<file path="src/pkg/pic_pkg.sv">
package pic_pkg;

  // source count and widths
  localparam int unsigned NUM_SRC   = 14;
  localparam int unsigned SRC_W     = 4;
  localparam int unsigned LVL_W     = 2;
  localparam int unsigned NUM_LVL   = 4;
  localparam int unsigned VEC_W     = 16;
  localparam int unsigned REG_W     = 8;
  localparam int unsigned ADDR_W    = 8;
  localparam int unsigned DATA_W    = 32;
  localparam int unsigned EVT_W     = 3;

  // source indices, ranked in ascending vector order
  localparam logic [SRC_W-1:0] SRC_EXT0  = 4'h0;
  localparam logic [SRC_W-1:0] SRC_TMR0  = 4'h1;
  localparam logic [SRC_W-1:0] SRC_EXT1  = 4'h2;
  localparam logic [SRC_W-1:0] SRC_TMR1  = 4'h3;
  localparam logic [SRC_W-1:0] SRC_SER   = 4'h4;
  localparam logic [SRC_W-1:0] SRC_TMR2  = 4'h5;
  localparam logic [SRC_W-1:0] SRC_TWI   = 4'h6;
  localparam logic [SRC_W-1:0] SRC_KEY   = 4'h7;
  localparam logic [SRC_W-1:0] SRC_BOD   = 4'h8;
  localparam logic [SRC_W-1:0] SRC_SPI   = 4'h9;
  localparam logic [SRC_W-1:0] SRC_WDT   = 4'hA;
  localparam logic [SRC_W-1:0] SRC_ADC   = 4'hB;
  localparam logic [SRC_W-1:0] SRC_CAP   = 4'hC;
  localparam logic [SRC_W-1:0] SRC_BRAKE = 4'hD;

  // vector addresses, entry n belongs to source n
  localparam logic [NUM_SRC-1:0][VEC_W-1:0] VEC_TABLE = {
    16'h0073, 16'h0063, 16'h005B, 16'h0053, 16'h004B, 16'h0043, 16'h003B,
    16'h0033, 16'h002B, 16'h0023, 16'h001B, 16'h0013, 16'h000B, 16'h0003};

  // byte offsets on the register bus
  localparam logic [ADDR_W-1:0] OFS_BASIC_EN  = 8'h00;
  localparam logic [ADDR_W-1:0] OFS_PRIO_LO   = 8'h04;
  localparam logic [ADDR_W-1:0] OFS_PRIO_HI   = 8'h08;
  localparam logic [ADDR_W-1:0] OFS_EPRIO_LO  = 8'h0C;
  localparam logic [ADDR_W-1:0] OFS_EPRIO_HI  = 8'h10;
  localparam logic [ADDR_W-1:0] OFS_EVT_STAT  = 8'h14;
  localparam logic [ADDR_W-1:0] OFS_EVT_MASK  = 8'h18;
  localparam logic [ADDR_W-1:0] OFS_IN_SVC    = 8'h1C;
  localparam logic [ADDR_W-1:0] OFS_VEC_LO    = 8'h20;
  localparam logic [ADDR_W-1:0] OFS_VEC_HI    = 8'h24;
  localparam logic [ADDR_W-1:0] OFS_TWI_FLAGS = 8'h28;
  localparam logic [ADDR_W-1:0] OFS_EXT_EN    = 8'hE8;

  // field positions
  localparam int unsigned BIT_GLOBAL_EN   = 7;
  localparam int unsigned BIT_TWI_BYTE    = 0;
  localparam int unsigned BIT_TWI_TIMEOUT = 1;
  localparam int unsigned EVT_ACCEPT      = 0;
  localparam int unsigned EVT_COMPLETE    = 1;
  localparam int unsigned EVT_STRAY_RET   = 2;

  // reset values
  localparam logic [REG_W-1:0] REG_RST = 8'h00;
  localparam logic [VEC_W-1:0] VEC_RST = 16'h0000;

  typedef struct packed {
    logic [REG_W-1:0]   basic_en;
    logic [REG_W-1:0]   ext_en;
    logic [REG_W-1:0]   prio_lo;
    logic [REG_W-1:0]   prio_hi;
    logic [REG_W-1:0]   eprio_lo;
    logic [REG_W-1:0]   eprio_hi;
    logic [EVT_W-1:0]   evt_stat;
    logic [EVT_W-1:0]   evt_mask;
    logic [1:0]         twi_flags;
    logic [NUM_LVL-1:0] in_svc;
    logic               pend;
    logic [LVL_W-1:0]   pend_lvl;
    logic [SRC_W-1:0]   pend_src;
    logic [VEC_W-1:0]   pend_vec;
    logic               resp;
    logic [REG_W-1:0]   rdata;
  } pic_state_t;

endpackage

</file>
<file path="src/hw/pic_top.sv">
`timescale 1ns/1ps
`default_nettype none

module pic_top (
  input  wire logic                           SYS_CLK,
  input  wire logic                           SYS_RST,
  input  wire logic [pic_pkg::ADDR_W-1:0]     AVS_ADDRESS,
  input  wire logic                           AVS_READ,
  input  wire logic                           AVS_WRITE,
  input  wire logic [pic_pkg::DATA_W-1:0]     AVS_WRITEDATA,
  input  wire logic [3:0]                     AVS_BYTEENABLE,
  output logic      [pic_pkg::DATA_W-1:0]     AVS_READDATA,
  output logic                                AVS_WAITREQUEST,
  output logic                                IRQ,
  input  wire logic [pic_pkg::NUM_SRC-1:0]    SRC_REQ,
  input  wire logic                           TWI_BYTE_SET,
  input  wire logic                           TWI_TIMEOUT_SET,
  output logic                                CPU_CALL_REQ,
  output logic      [pic_pkg::VEC_W-1:0]      CPU_VECTOR,
  output logic      [pic_pkg::LVL_W-1:0]      CPU_LEVEL,
  input  wire logic                           CPU_CALL_ACK,
  input  wire logic                           CPU_INT_RETURN,
  input  wire logic                           CPU_RET
);
  import pic_pkg::*;

  pic_state_t s_q;
  pic_state_t s_d;

  // gather the enable bit of each source from the two enable registers
  function automatic logic [NUM_SRC-1:0] en_map(input logic [REG_W-1:0] b, input logic [REG_W-1:0] e);
    logic [NUM_SRC-1:0] m;
    m             = '0;
    m[SRC_EXT0]   = b[0];
    m[SRC_TMR0]   = b[1];
    m[SRC_EXT1]   = b[2];
    m[SRC_TMR1]   = b[3];
    m[SRC_SER]    = b[4];
    m[SRC_BOD]    = b[5];
    m[SRC_ADC]    = b[6];
    m[SRC_TMR2]   = e[7];
    m[SRC_SPI]    = e[6];
    m[SRC_BRAKE]  = e[5];
    m[SRC_WDT]    = e[4];
    m[SRC_CAP]    = e[2];
    m[SRC_KEY]    = e[1];
    m[SRC_TWI]    = e[0];
    return m;
  endfunction

  // gather one select bank; basic and extended banks follow their own layouts
  function automatic logic [NUM_SRC-1:0] pr_map(input logic [REG_W-1:0] b, input logic [REG_W-1:0] e);
    logic [NUM_SRC-1:0] m;
    m             = '0;
    m[SRC_CAP]    = b[7];
    m[SRC_ADC]    = b[6];
    m[SRC_BOD]    = b[5];
    m[SRC_SER]    = b[4];
    m[SRC_TMR1]   = b[3];
    m[SRC_EXT1]   = b[2];
    m[SRC_TMR0]   = b[1];
    m[SRC_EXT0]   = b[0];
    m[SRC_TMR2]   = e[7];
    m[SRC_SPI]    = e[6];
    m[SRC_BRAKE]  = e[5];
    m[SRC_WDT]    = e[4];
    m[SRC_KEY]    = e[1];
    m[SRC_TWI]    = e[0];
    return m;
  endfunction

  // arbitration signals
  logic [NUM_SRC-1:0] req_vec;
  logic [NUM_SRC-1:0] en_vec;
  logic [NUM_SRC-1:0] sel_lo;
  logic [NUM_SRC-1:0] sel_hi;
  logic [NUM_SRC-1:0] elig;
  logic               found;
  logic [LVL_W-1:0]   best_lvl;
  logic [SRC_W-1:0]   best_src;
  logic               busy;
  logic [LVL_W-1:0]   top_lvl;
  logic               win;

  // the two-wire request is the or of its request input and its sticky flags
  always_comb begin
    req_vec          = SRC_REQ;
    req_vec[SRC_TWI] = SRC_REQ[SRC_TWI] | (|s_q.twi_flags);
    en_vec           = en_map(s_q.basic_en, s_q.ext_en);
    sel_lo           = pr_map(s_q.prio_lo, s_q.eprio_lo);
    sel_hi           = pr_map(s_q.prio_hi, s_q.eprio_hi);
    elig             = req_vec & en_vec & {NUM_SRC{s_q.basic_en[BIT_GLOBAL_EN]}};
  end

  // scan in vector order; only a strictly higher level displaces the holder
  always_comb begin
    found    = 1'b0;
    best_lvl = '0;
    best_src = '0;
    for (int i = 0; i < NUM_SRC; i++) begin
      if (elig[i] && (!found || {sel_hi[i], sel_lo[i]} > best_lvl)) begin
        found    = 1'b1;
        best_lvl = {sel_hi[i], sel_lo[i]};
        best_src = SRC_W'(i);
      end
    end
  end

  // nested levels always climb, so the set of active levels is the stack
  always_comb begin
    busy    = |s_q.in_svc;
    top_lvl = '0;
    for (int l = 0; l < NUM_LVL; l++) begin
      if (s_q.in_svc[l]) begin
        top_lvl = LVL_W'(l);
      end
    end
    win = found && (!busy || best_lvl > top_lvl);
  end

  // bus decode
  logic               bus_req;
  logic               take;
  logic               wr_ok;
  logic [REG_W-1:0]   wbyte;
  logic [REG_W-1:0]   rd_mux;

  assign bus_req = AVS_READ | AVS_WRITE;
  assign take    = bus_req & s_q.resp;
  assign wr_ok   = take & AVS_WRITE & AVS_BYTEENABLE[0];
  assign wbyte   = AVS_WRITEDATA[REG_W-1:0];

  // read mux; unmapped addresses read as zero
  always_comb begin
    case (AVS_ADDRESS)
      OFS_BASIC_EN:  rd_mux = s_q.basic_en;
      OFS_EXT_EN:    rd_mux = s_q.ext_en;
      OFS_PRIO_LO:   rd_mux = s_q.prio_lo;
      OFS_PRIO_HI:   rd_mux = s_q.prio_hi;
      OFS_EPRIO_LO:  rd_mux = s_q.eprio_lo;
      OFS_EPRIO_HI:  rd_mux = s_q.eprio_hi;
      OFS_EVT_STAT:  rd_mux = REG_W'(s_q.evt_stat);
      OFS_EVT_MASK:  rd_mux = REG_W'(s_q.evt_mask);
      OFS_IN_SVC:    rd_mux = REG_W'(s_q.in_svc);
      OFS_VEC_LO:    rd_mux = s_q.pend_vec[REG_W-1:0];
      OFS_VEC_HI:    rd_mux = s_q.pend_vec[VEC_W-1:REG_W];
      OFS_TWI_FLAGS: rd_mux = REG_W'(s_q.twi_flags);
      default:       rd_mux = REG_RST;
    endcase
  end

  // next state
  always_comb begin
    s_d = s_q;

    // one wait cycle per access: read data is captured while waitrequest is high
    s_d.resp = bus_req & ~s_q.resp;
    if (bus_req && !s_q.resp) begin
      s_d.rdata = rd_mux;
    end

    // register writes
    if (wr_ok) begin
      case (AVS_ADDRESS)
        OFS_BASIC_EN:  s_d.basic_en = wbyte;
        OFS_EXT_EN:    s_d.ext_en   = wbyte;
        OFS_PRIO_LO:   s_d.prio_lo  = wbyte;
        OFS_PRIO_HI:   s_d.prio_hi  = wbyte;
        OFS_EPRIO_LO:  s_d.eprio_lo = wbyte;
        OFS_EPRIO_HI:  s_d.eprio_hi = wbyte;
        OFS_EVT_MASK:  s_d.evt_mask = wbyte[EVT_W-1:0];
        OFS_TWI_FLAGS: s_d.twi_flags = s_q.twi_flags & ~wbyte[1:0];
        default:       s_d.basic_en = s_q.basic_en;
      endcase
    end

    // reading the event status clears it; new events set below and win
    if (take && AVS_READ && AVS_ADDRESS == OFS_EVT_STAT) begin
      s_d.evt_stat = '0;
    end

    // flag sets come after the software clear so a same-cycle event survives
    if (TWI_BYTE_SET) begin
      s_d.twi_flags[BIT_TWI_BYTE] = 1'b1;
    end
    if (TWI_TIMEOUT_SET) begin
      s_d.twi_flags[BIT_TWI_TIMEOUT] = 1'b1;
    end

    // acceptance: the core performs the long call, this block marks the level busy
    if (CPU_CALL_ACK && s_q.pend) begin
      s_d.in_svc[s_q.pend_lvl]  = 1'b1;
      s_d.evt_stat[EVT_ACCEPT] = 1'b1;
    end

    // only the interrupt return retires the top level; a plain return is ignored
    if (CPU_INT_RETURN && !CPU_RET) begin
      if (busy) begin
        s_d.in_svc[top_lvl]        = 1'b0;
        s_d.evt_stat[EVT_COMPLETE] = 1'b1;
      end else begin
        s_d.evt_stat[EVT_STRAY_RET] = 1'b1;
      end
    end

    // hold the call request low for a cycle after acceptance or return,
    // because the winner was computed from the old in-service state
    if ((CPU_CALL_ACK && s_q.pend) || CPU_INT_RETURN) begin
      s_d.pend = 1'b0;
    end else begin
      s_d.pend = win;
      if (win) begin
        s_d.pend_lvl = best_lvl;
        s_d.pend_src = best_src;
        s_d.pend_vec = VEC_TABLE[best_src];
      end
    end
  end

  // state register
  always_ff @(posedge SYS_CLK) begin
    if (SYS_RST) begin
      s_q.basic_en  <= REG_RST;
      s_q.ext_en    <= REG_RST;
      s_q.prio_lo   <= REG_RST;
      s_q.prio_hi   <= REG_RST;
      s_q.eprio_lo  <= REG_RST;
      s_q.eprio_hi  <= REG_RST;
      s_q.evt_stat  <= '0;
      s_q.evt_mask  <= '0;
      s_q.twi_flags <= '0;
      s_q.in_svc    <= '0;
      s_q.pend      <= 1'b0;
      s_q.pend_lvl  <= '0;
      s_q.pend_src  <= '0;
      s_q.pend_vec  <= VEC_RST;
      s_q.resp      <= 1'b0;
      s_q.rdata     <= REG_RST;
    end else begin
      s_q <= s_d;
    end
  end

  // outputs
  assign AVS_WAITREQUEST = bus_req & ~s_q.resp;
  assign AVS_READDATA    = {{(DATA_W-REG_W){1'b0}}, s_q.rdata};
  assign IRQ             = |(s_q.evt_stat & s_q.evt_mask);
  assign CPU_CALL_REQ    = s_q.pend;
  assign CPU_VECTOR      = s_q.pend_vec;
  assign CPU_LEVEL       = s_q.pend_lvl;

endmodule

`default_nettype wire

</file>
<file path="config.mk">
export PLATFORM = sky130hd
export DESIGN_NAME = pic_top
export DESIGN_NICKNAME = d
export VERILOG_FILES = /design/src/pkg/pic_pkg.sv /design/src/hw/pic_top.sv
export SDC_FILE = /design/constraint.sdc
export NUM_CORES = 1
export LEC_CHECK = 0
export BUFFER_PORTS_ARGS = -buffer_cell sky130_fd_sc_hd__buf_4
export CAP_MARGIN = 5
export CORE_MARGIN = 2
export CORE_UTILIZATION = 48
export CTS_BUF_LIST = sky130_fd_sc_hd__clkbuf_16
export CTS_CLUSTER_DIAMETER = 200
export DETAILED_ROUTE_END_ITERATION = 12
export GPL_ROUTABILITY_DRIVEN = 0
export PLACE_DENSITY = 0.7
export SLEW_MARGIN = 15
export SYNTH_ARGS = -nofsm -noshare
export SYNTH_HDL_FRONTEND = slang
export SYNTH_SLANG_ARGS = --single-unit
</file>
<file path="constraint.sdc">
create_clock -name SYS_CLK -period 20.5 [get_ports SYS_CLK]
set_clock_uncertainty 0.1 [all_clocks]
set_input_delay 2.05 -clock SYS_CLK [delete_from_list [all_inputs] [get_ports SYS_CLK]]
set_output_delay 2.05 -clock SYS_CLK [all_outputs]
set_load 0.005 [all_outputs]
</file>
==> results of run 1 <==
==> stage by stage <==
step	power (uW)	cell area (sq um)	setup slack, ps	utilization [%]
floorplan	166.1	5238	2252	-
global placement	170.9	5441	665.3	52.71
detailed placement	171.2	5441	188.4	52.71
CTS	319.3	5723	402.2	55.44
global route	329.1	5841	-89.79	56.57
finish	319.4	5841	1263	56.57
==> worst max path at each step <==
stage / depth (start not counted) / slack (ps) / end
5_1_grt: 90 / -90 / CPU_LEVEL[0]
3_3_place_gp: 88 / 670 / CPU_LEVEL[0]
3_5_place_dp: 88 / 190 / CPU_LEVEL[0]
2_1_floorplan: 88 / 2250 / CPU_LEVEL[0]
4_1_cts: 88 / 400 / CPU_LEVEL[0]
6_report: 90 / 1260 / CPU_LEVEL[0]
==> report_power, final <==
group | leakage [uW] | total (uW) | internal [uW] | switching (uW)
Sequential | 0.000621 | 151 | 150 | 0.546
Combinational | 0.00149 | 17.6 | 6.73 | 10.9
Clock | 0.000137 | 151 | 83.5 | 67.5
==> cells in the mapped netlist (all sizes together) (7+ instances only) <==
cell,n
nor2b,11
inv,28
clkbuf,25
a31oi,8
ha,23
a222oi,8
and2,7
nor3,11
dfxtp,77
a22o,7
mux2i,12
nand3,64
o21ai,20
nor2,66
a21oi,63
a211oi,9
and3,9
buf,52
nand2,77
a22oi,24
==> critical path: cells and delay by family <==
kind,cells,cell delay [ps]
fa+ha+maj,14,3970
simple gates,25,3890
mux,6,2010
compound gates,36,6420
buf+inv,9,950
==> area by class of cell <==
cell class              instances  area share, %
inverters                      28          1.799
well taps                     136          2.913
multi-input cells             525          54.69
repair buffers                 73          9.383
clock inverters                 7         0.9640
clock buffers                   9          3.856
flip-flops and latches         77          26.39
==> cell families (layout without fill, tap and decap cells) <==
| logic type | Yosys count | after routing | share of synthesized area (%) |
|---|---|---|---|
| adders and majority gates | 23 | 23 | 5.628 |
| DFF | 77 | 77 | 30.14 |
| AOI/OAI and AO/OA | 189 | 189 | 25.79 |
| and+or+nand+nor | 263 | 263 | 23.76 |
| buffers and inverters | 105 | 117 | 11.38 |
| muxes | 16 | 16 | 3.230 |
| other | 1 | 34 | 0.07333 |
==> layer usage <==
metal | routed length, um | part of all wire, % | track usage [%] | vias up
met5 | 0 | 0 | 0 | -
met2 | 7253 | 46 | 42.86 | 260
met3 | 1376 | 8.8 | 4.073 | 35
met4 | 404 | 2.6 | 11.22 | 0
met1 | 6574 | 42 | 36.20 | 2490
li1 | - | - | - | 2451
==> sequential cells by signal, indices dropped and copies added, names as in the netlist <==
name          cells
CPU_CALL_REQ      1
en_vec           14
CPU_LEVEL         2
AVS_READDATA      8
CPU_VECTOR        5
s_q              47
==> what timing repair did <==
item | in CTS | in global routing
resized for setup | 0 | 18
buffers inserted | 0 | 5
setup endpoints to repair | 0 | 8
==> layout by cell type, fill, tap and decap left out, drive strengths merged, types with 7 or more instances in the layout <==
cell type / synthesis / layout
conb: 1 / 34
a22oi: 24 / 24
nor2b: 11 / 11
inv: 28 / 31
nor3: 11 / 11
nor2: 66 / 66
nand3: 64 / 64
a222oi: 8 / 8
clkbuf: 25 / 9
nand2: 77 / 77
and2: 7 / 7
a31oi: 8 / 8
o21ai: 20 / 20
a21oi: 63 / 63
dfxtp: 77 / 77
a22o: 7 / 7
a211oi: 9 / 9
ha: 23 / 23
and3: 9 / 9
buf: 52 / 73
mux2i: 12 / 12
==> summary.md, run 1 <==
| Metric | Value |
|---|---|
| Reg2reg start | `s_q[91]` |
| Netlist cell types | `61` |
| Synth async-reset ratio | `0%` |
| Chip Width | `107.2 um` |
| Die area | `0.01150 sq mm` |
| Register area | `0.001541 sq mm` |
| Hold_ws | `357.5 ps` |
| Largest stage delay on the critical path | `430 ps` |
| Hold path cells | `2` |
| First-pass GRT wire length | `24.21 mm` |
| Fillers | `975` |
| Initial antenna violation count | `0` |
| Post-Layout Cell Count | `855` |
| First-pass detailed-route iteration total | `6` |
| Endpoints failing hold | `0` |
| PD cells | `54.68 mW/mm^2` |
| Max-cap violations | `0` |
| Most used cell, CP | `ha_1` |
| Critical path's slowest cell | `or3_1` |
| Outcome | `complete, no violations` |
| Antenna diode count | `0` |
| Largest net degree at the start of global routing | `78` |
| Dominant cells by area after synthesis | `dfxtp_1 (30%), buf_4 (7.3%), nand3_1 (6.3%)` |
| Post-synth EDFFs | `0` |
| Yosys top cell area share | `30.14%` |
| Syn-to-layout area delta | `14.22%` |
| Total CTS buffers | `9` |
| Initial DRC count | `528` |
| Detailed-placement wirelength estimate | `11.09 mm` |
| Reg-to-Reg End | `CPU_LEVEL[0]` |
| Worst Setup Start Kind | `input port` |
| IO Pins | `120` |
| Reg2reg path depth | `90` |
| Starting density of the core | `49.53%` |
| Worst-Skew Late Latency | `330 ps` |
| Drt drc | `0` |
| GRT overflow | `0` |
| Multi-input logic area | `0.003194 sq mm` |
| Min cycle time layout | `19240 ps` |
| GRT Total Usage | `26.90%` |
| Final setup fails | `0` |
| Register bit total from synthesis | `77` |
| Critical Path RT | `20620 ps` |
| Sink Count | `77` |
| Peak supply drop | `0.03512 mV` |
| Avg Inst Size Synth | `7.587 sq um` |
| Post-DRT Antenna Nets | `0` |
| Worst Min Path Start | `s_q[54]` |
| Wirelength, routed | `15.61 mm` |
| Pleak | `0.002245 uW` |
| Max Freq | `0.05198 GHz` |
| Hold_buf cts | `0` |
| Worst slew margin | `22.54%` |
| Via count | `5236` |
| CP arrival | `19360 ps` |
| Clock slew at reported path FFs | `60 ps` |
| CTS H-tree depth | `3` |
| Worst Setup Path Type | `input port to flop` |
| Period Utilization, post-route | `93.84%` |
| Die Y | `107.2 um` |
| Number of global-route vias before repair | `4751` |
| Crit path from | `SRC_REQ[0]` |
| Worst-Margin Slew | `1147 ps` |
| Post-route setup TNS | `0 ps` |
| Placed cell count | `834` |
| Avg Vias per Cell | `6.124` |
| Clock Root Buffer | `clkbuf_16` |
| FP Rows | `37` |
| Yosys top cell by area | `dfxtp_1` |
| Critical Path Sink Type | `flop` |
| WL/cell | `18.26 um` |
| Post-Synthesis Cell Area | `0.005114 sq mm` |
| FF-to-FF setup slack | `2460 ps` |
| Pins Over Slew Limit | `0` |
| Worst Hold Endpoint | `s_q[54]` |
| Nets | `804` |
| Seq/Total Area, Yosys | `30.14%` |
| Share of cells above drive strength 1 | `15.86%` |
| Input/output buffers | `58` |
| Synth warn | `0` |
| Core Box Area | `0.01032 sq mm` |
| Post-synthesis cell count | `674` |
| Top_reg_cell synth | `dfxtp_1` |
| Maximum buffer depth of the clock tree | `2` |
| Crit-path max FO | `7` |
| TritonCTS clock tree | `yes` |
| Hold Path Class | `flop to flop` |
Power figures use the tool's default switching activity.
==> run 2: changes to the inputs <==
==> constraint.sdc (replaced) <==
create_clock -name SYS_CLK -period 22.1 [get_ports SYS_CLK]
set_clock_uncertainty 0.1 [all_clocks]
set_input_delay 2.21 -clock SYS_CLK [delete_from_list [all_inputs] [get_ports SYS_CLK]]
set_output_delay 2.21 -clock SYS_CLK [all_outputs]
set_load 0.005 [all_outputs]
==> summary.md, run 2 (synthesis results as in run 1) <==
| Metric | Value |
|---|---|
| Max-cap violations | `0` |
| Number of global-route vias before repair | `4694` |
| Starting density of the core | `49.53%` |
| Input/output buffers | `58` |
| Pleak | `0.002225 uW` |
| Die area | `0.01150 sq mm` |
| TritonCTS clock tree | `yes` |
| IO Pins | `120` |
| CP arrival | `20680 ps` |
| CTS H-tree depth | `3` |
| Nets | `797` |
| Final setup fails | `0` |
| PD cells | `53.11 mW/mm^2` |
| Core Box Area | `0.01032 sq mm` |
| Post-CTS Setup Inserts | `0` |
| Top reg by flops | `s_q` |
| RSZ-0062 raised after global routing | `false` |
| Syn-to-layout area delta | `12.36%` |
| M2 GR Usage | `41.91%` |
| Most used cell, CP | `ha_1` |
| Share of cells above drive strength 1 | `13.34%` |
| Total CTS buffers | `9` |
| Max Freq | `0.04865 GHz` |
| Initial antenna violation count | `0` |
| Worst Setup Start Kind | `input port` |
| First-pass detailed-route iteration total | `5` |
| Post-DRT Antenna Nets | `0` |
| Register area | `0.001541 sq mm` |
| GRT overflow | `0` |
| Chip Width | `107.2 um` |
| Pins Over Slew Limit | `0` |
| Clock Power Share | `48.8%` |
| Worst Setup Path Type | `input port to flop` |
| Antenna diode count | `0` |
| Grt met1 use | `36.85%` |
| Clock Root Buffer | `clkbuf_16` |
| Largest register FFs | `47` |
| Endpoints failing hold | `0` |
| Largest stage delay on the critical path | `520 ps` |
| Min cycle time layout | `20560 ps` |
| CP top delay family | `compound AO/OA/AOI/OAI gates` |
| Largest net degree at the start of global routing | `78` |
| Avg Vias per Cell | `6.144` |
| Grt peak-use layer | `met2` |
| Fillers | `961` |
| Worst-Margin Slew | `1112 ps` |
| GRT Total Usage | `26.82%` |
| Worst-Skew Late Latency | `340 ps` |
| Clock slew at reported path FFs | `60 ps` |
| Wirelength, routed | `15.51 mm` |
| Most frequent cells in the layout | `dfxtp_1 (77), nand2_1 (77), nor2_1 (66), buf_4 (66), nand3_1 (64)` |
| Period Utilization, post-route | `93.01%` |
| Flop pwr share | `45.8%` |
| WL/cell | `18.29 um` |
| Initial DRC count | `638` |
| Outcome | `complete, no violations` |
| First-pass GRT wire length | `24.13 mm` |
| FP Rows | `37` |
| Critical path's slowest cell | `a211oi_1` |
| Critical Path RT | `22220 ps` |
| Sink Count | `77` |
| Detailed-placement wirelength estimate | `11.11 mm` |
| Sw Pwr | `71.77 uW` |
| Crit path buffers/inverters | `5` |
| Hold_ws | `368.5 ps` |
| Crit-path max FO | `11` |
| Post-route setup TNS | `0 ps` |
| Peak supply drop | `0.03852 mV` |
| Via count | `5210` |
| Worst slew margin | `24.94%` |
| Critical Path Sink Type | `flop` |
| Hold Path Class | `flop to flop` |
| Logic pwr share | `5.4%` |
| Drt drc | `0` |
| Grt met3 use | `4.559%` |
| Internal power component | `233.4 uW` |
| Maximum buffer depth of the clock tree | `2` |
| Die Y | `107.2 um` |
| Multi-input logic area | `0.003136 sq mm` |
| Total power | `305.2 uW` |
| Switching Fraction | `23.52%` |
[run 2: final timing paths]
check / cells past startpoint / end / startpoint / slack [ps]
max: 86 / CPU_LEVEL[0] / SRC_REQ[0] / 1540
min: 2 / s_q[47] / s_q[47] / 370
max reg2reg: 87 / CPU_LEVEL[0] / s_q[91] / 2880
min reg2reg: 2 / s_q[47] / s_q[47] / 370
[run 2: what timing repair did]
item / in CTS / in global routing
endpoints found under the setup margin: 0 / 8
hold buffers: 0 / 0
gates resized for setup: 0 / 3
[run 2: power by group through the flow]
stage / Combinational, uW / Sequential [uW] / Clock [uW]
after floorplan: 11.4 / 143 / 0
after global placement: 15.7 / 143 / 0
after detailed placement: 15.9 / 143 / 0
after CTS: 16.0 / 140 / 149
after global routing: 17.9 / 140 / 156
final: 16.4 / 140 / 149
[run 2: area by class of cell]
type / count / share of cell area, %
multi-input cells: 525 / 54.57
flip-flops and latches: 77 / 26.83
repair buffers: 66 / 8.624
clock buffers: 9 / 3.920
well taps: 136 / 2.962
inverters: 28 / 1.829
clock inverters: 7 / 1.263
[run 2: layer usage]
metal | up-vias | routed length, um
li1 | 2438 | -
met1 | 2486 | 6629
met2 | 257 | 7101
met3 | 29 | 1399
met4 | 0 | 381
met5 | - | 0
[run 2: worst min-delay path, cell delays in order, from the launching register on]
cell     delay [ps]
dfxtp_1         310
nand2_1          50
a21oi_1          60
[run 2: metrics by stage]
step / instance area [sq um] / util (%) / instances / setup slack [ps]
2_1_floorplan: 5238 / - / 707 / 3692
3_3_place_gp: 5426 / 52.56 / 832 / 1630
3_5_place_dp: 5426 / 52.56 / 832 / 1030
4_1_cts: 5724 / 55.45 / 848 / 1281
5_1_grt: 5746 / 55.65 / 848 / 209.6
6_report: 5746 / 55.65 / 848 / 1544
==> run 3: changes to the inputs <==
--- a/config.mk
+++ b/config.mk
@@ -7,13 +7,13 @@
 export LEC_CHECK = 0
 export BUFFER_PORTS_ARGS = -buffer_cell sky130_fd_sc_hd__buf_4
 export CAP_MARGIN = 5
-export CORE_MARGIN = 2
-export CORE_UTILIZATION = 48
+export CORE_MARGIN = 4
+export CORE_UTILIZATION = 55
 export CTS_BUF_LIST = sky130_fd_sc_hd__clkbuf_16
 export CTS_CLUSTER_DIAMETER = 200
 export DETAILED_ROUTE_END_ITERATION = 12
 export GPL_ROUTABILITY_DRIVEN = 0
-export PLACE_DENSITY = 0.7
+export PLACE_DENSITY = 0.78
 export SLEW_MARGIN = 15
 export SYNTH_ARGS = -nofsm -noshare
 export SYNTH_HDL_FRONTEND = slang
==> summary.md, run 3 (synthesis results as in run 1) <==
| Metric | Value |
|---|---|
| FP Rows | `34` |
| IO Pins | `120` |
| Crit-path max FO | `11` |
| Worst-Margin Slew | `1005 ps` |
| Sw Pwr | `75.69 uW` |
| Total power | `299.3 uW` |
| Worst Setup Start Kind | `input port` |
| Via count | `5276` |
| Clock Root Buffer | `clkbuf_16` |
| Worst slew margin | `32.75%` |
| Input/output buffers | `58` |
| Hold Path Class | `flop to flop` |
| Core Box Area | `0.008891 sq mm` |
| Crit path buffers/inverters | `5` |
| Largest stage delay on the critical path | `430 ps` |
| Maximum buffer depth of the clock tree | `2` |
| Die area | `0.01090 sq mm` |
| Critical Path Sink Type | `flop` |
| Pleak | `0.002210 uW` |
| Critical path's slowest cell | `or3_1` |
| Min cycle time layout | `20490 ps` |
| Outcome | `complete, no violations` |
| Clock slew at reported path FFs | `60 ps` |
| Avg Vias per Cell | `6.442` |
| Post-CTS Setup Inserts | `0` |
| Nets | `796` |
| Flop pwr share | `46.7%` |
| Syn-to-layout area delta | `11.65%` |
| WP depth | `86` |
| Switching Fraction | `25.28%` |
| RSZ-0062 raised after global routing | `false` |
| GRT Total Usage | `27.37%` |
| Starting density of the core | `57.51%` |
| Die Y | `104.4 um` |
| Share of cells above drive strength 1 | `13.64%` |
| WL/cell | `18.83 um` |
| Endpoints failing hold | `0` |
| Hold path cells | `2` |
| Max-cap violations | `0` |
| Post-route setup TNS | `0 ps` |
| Final setup fails | `0` |
| Total CTS buffers | `9` |
| Internal power component | `223.7 uW` |
| Sink Count | `77` |
| TritonCTS clock tree | `yes` |
| Max Freq | `0.04881 GHz` |
| Clock Power Share | `47.9%` |
| Antenna diode count | `0` |
| Pins Over Slew Limit | `0` |
| CP arrival | `20610 ps` |
| PD cells | `52.43 mW/mm^2` |
| Period Utilization, post-route | `92.70%` |
| Chip Width | `104.4 um` |
| GRT overflow | `0` |
| Worst-Skew Late Latency | `350 ps` |
| Logic pwr share | `5.3%` |
| Largest net degree at the start of global routing | `78` |
| Most used cell, CP | `ha_1` |
| Drt drc | `0` |
| First-pass GRT wire length | `24.21 mm` |
| Critical Path RT | `22220 ps` |
| CTS H-tree depth | `3` |
| Reg2reg path depth | `87` |
| Initial DRC count | `725` |
| Fillers | `783` |
| Peak supply drop | `0.04427 mV` |
| Hold_buf cts | `0` |
| Worst Setup Path Type | `input port to flop` |
| Post-DRT Antenna Nets | `0` |
| Wirelength, routed | `15.42 mm` |
| Detailed-placement wirelength estimate | `10.97 mm` |
| Top reg by flops | `s_q` |
| Largest register FFs | `47` |
| CP top delay family | `compound AO/OA/AOI/OAI gates` |
| Initial antenna violation count | `0` |
| First-pass detailed-route iteration total | `6` |
| Most frequent cells in the layout | `dfxtp_1 (77), nand2_1 (77), nor2_1 (66)` |
| Number of global-route vias before repair | `4752` |
## run 3: worst paths after layout
| kind | startpoint | endpoint | slack [ps] |
|---|---|---|---|
| hold / removal | s_q[46] | s_q[46] | 360 |
| setup reg to reg | s_q[91] | CPU_LEVEL[0] | 2940 |
| setup / recovery | SRC_REQ[0] | CPU_LEVEL[0] | 1610 |
| hold reg to reg | s_q[46] | s_q[46] | 360 |
## run 3: cell type report
type,count,area (sq um),area share (%)
inverters,28,105.1,1.841
flip-flops and latches,77,1541,27.00
multi-input cells,525,3148,55.14
well taps,108,135.1,2.367
clock inverters,7,66.31,1.162
clock buffers,9,225.2,3.945
repair buffers,65,488.0,8.547
## run 3: tightest hold or removal path, cell delays in order (launching register included)
cell and delay [ps]:
dfxtp_1 310, nand2_1 50, a21oi_1 50
## run 3: power by group through the flow
| stage | Combinational, uW | Clock (uW) | Sequential [uW] |
|---|---|---|---|
| after global placement | 15.3 | 0 | 143 |
| after floorplan | 11.4 | 0 | 143 |
| final | 16.0 | 144 | 140 |
| after global routing | 17.7 | 151 | 140 |
| after detailed placement | 15.6 | 0 | 143 |
| after CTS | 15.6 | 144 | 140 |
## run 3: layer usage
metal,GRT usage [%],wire length [um],vias up
met4,10.26,441,0
li1,-,-,2434
met3,5.028,1671,47
met2,44.10,7247,335
met1,36.37,6063,2460
met5,0,0,-
## run 3: repair_timing
action,in CTS,in global routing
endpoints found under the setup margin,0,8
endpoints found under the hold margin,0,0
gates resized for setup,0,5
## run 3: through the flow
| stage | hold slack [ps] | worst slack (ps) | utilization, % | area, sq um | instances |
|---|---|---|---|---|---|
| after floorplan | 335.9 | 3692 | - | 5238 | 707 |
| after global placement | 341.7 | 1688 | 60.55 | 5384 | 803 |
| after detailed placement | 350.4 | 966.2 | 60.55 | 5384 | 803 |
| after CTS | 360.2 | 1165 | 63.83 | 5675 | 819 |
| after global routing | 387.4 | 26.57 | 64.21 | 5709 | 819 |
| final | 360.7 | 1612 | 64.21 | 5709 | 819 |
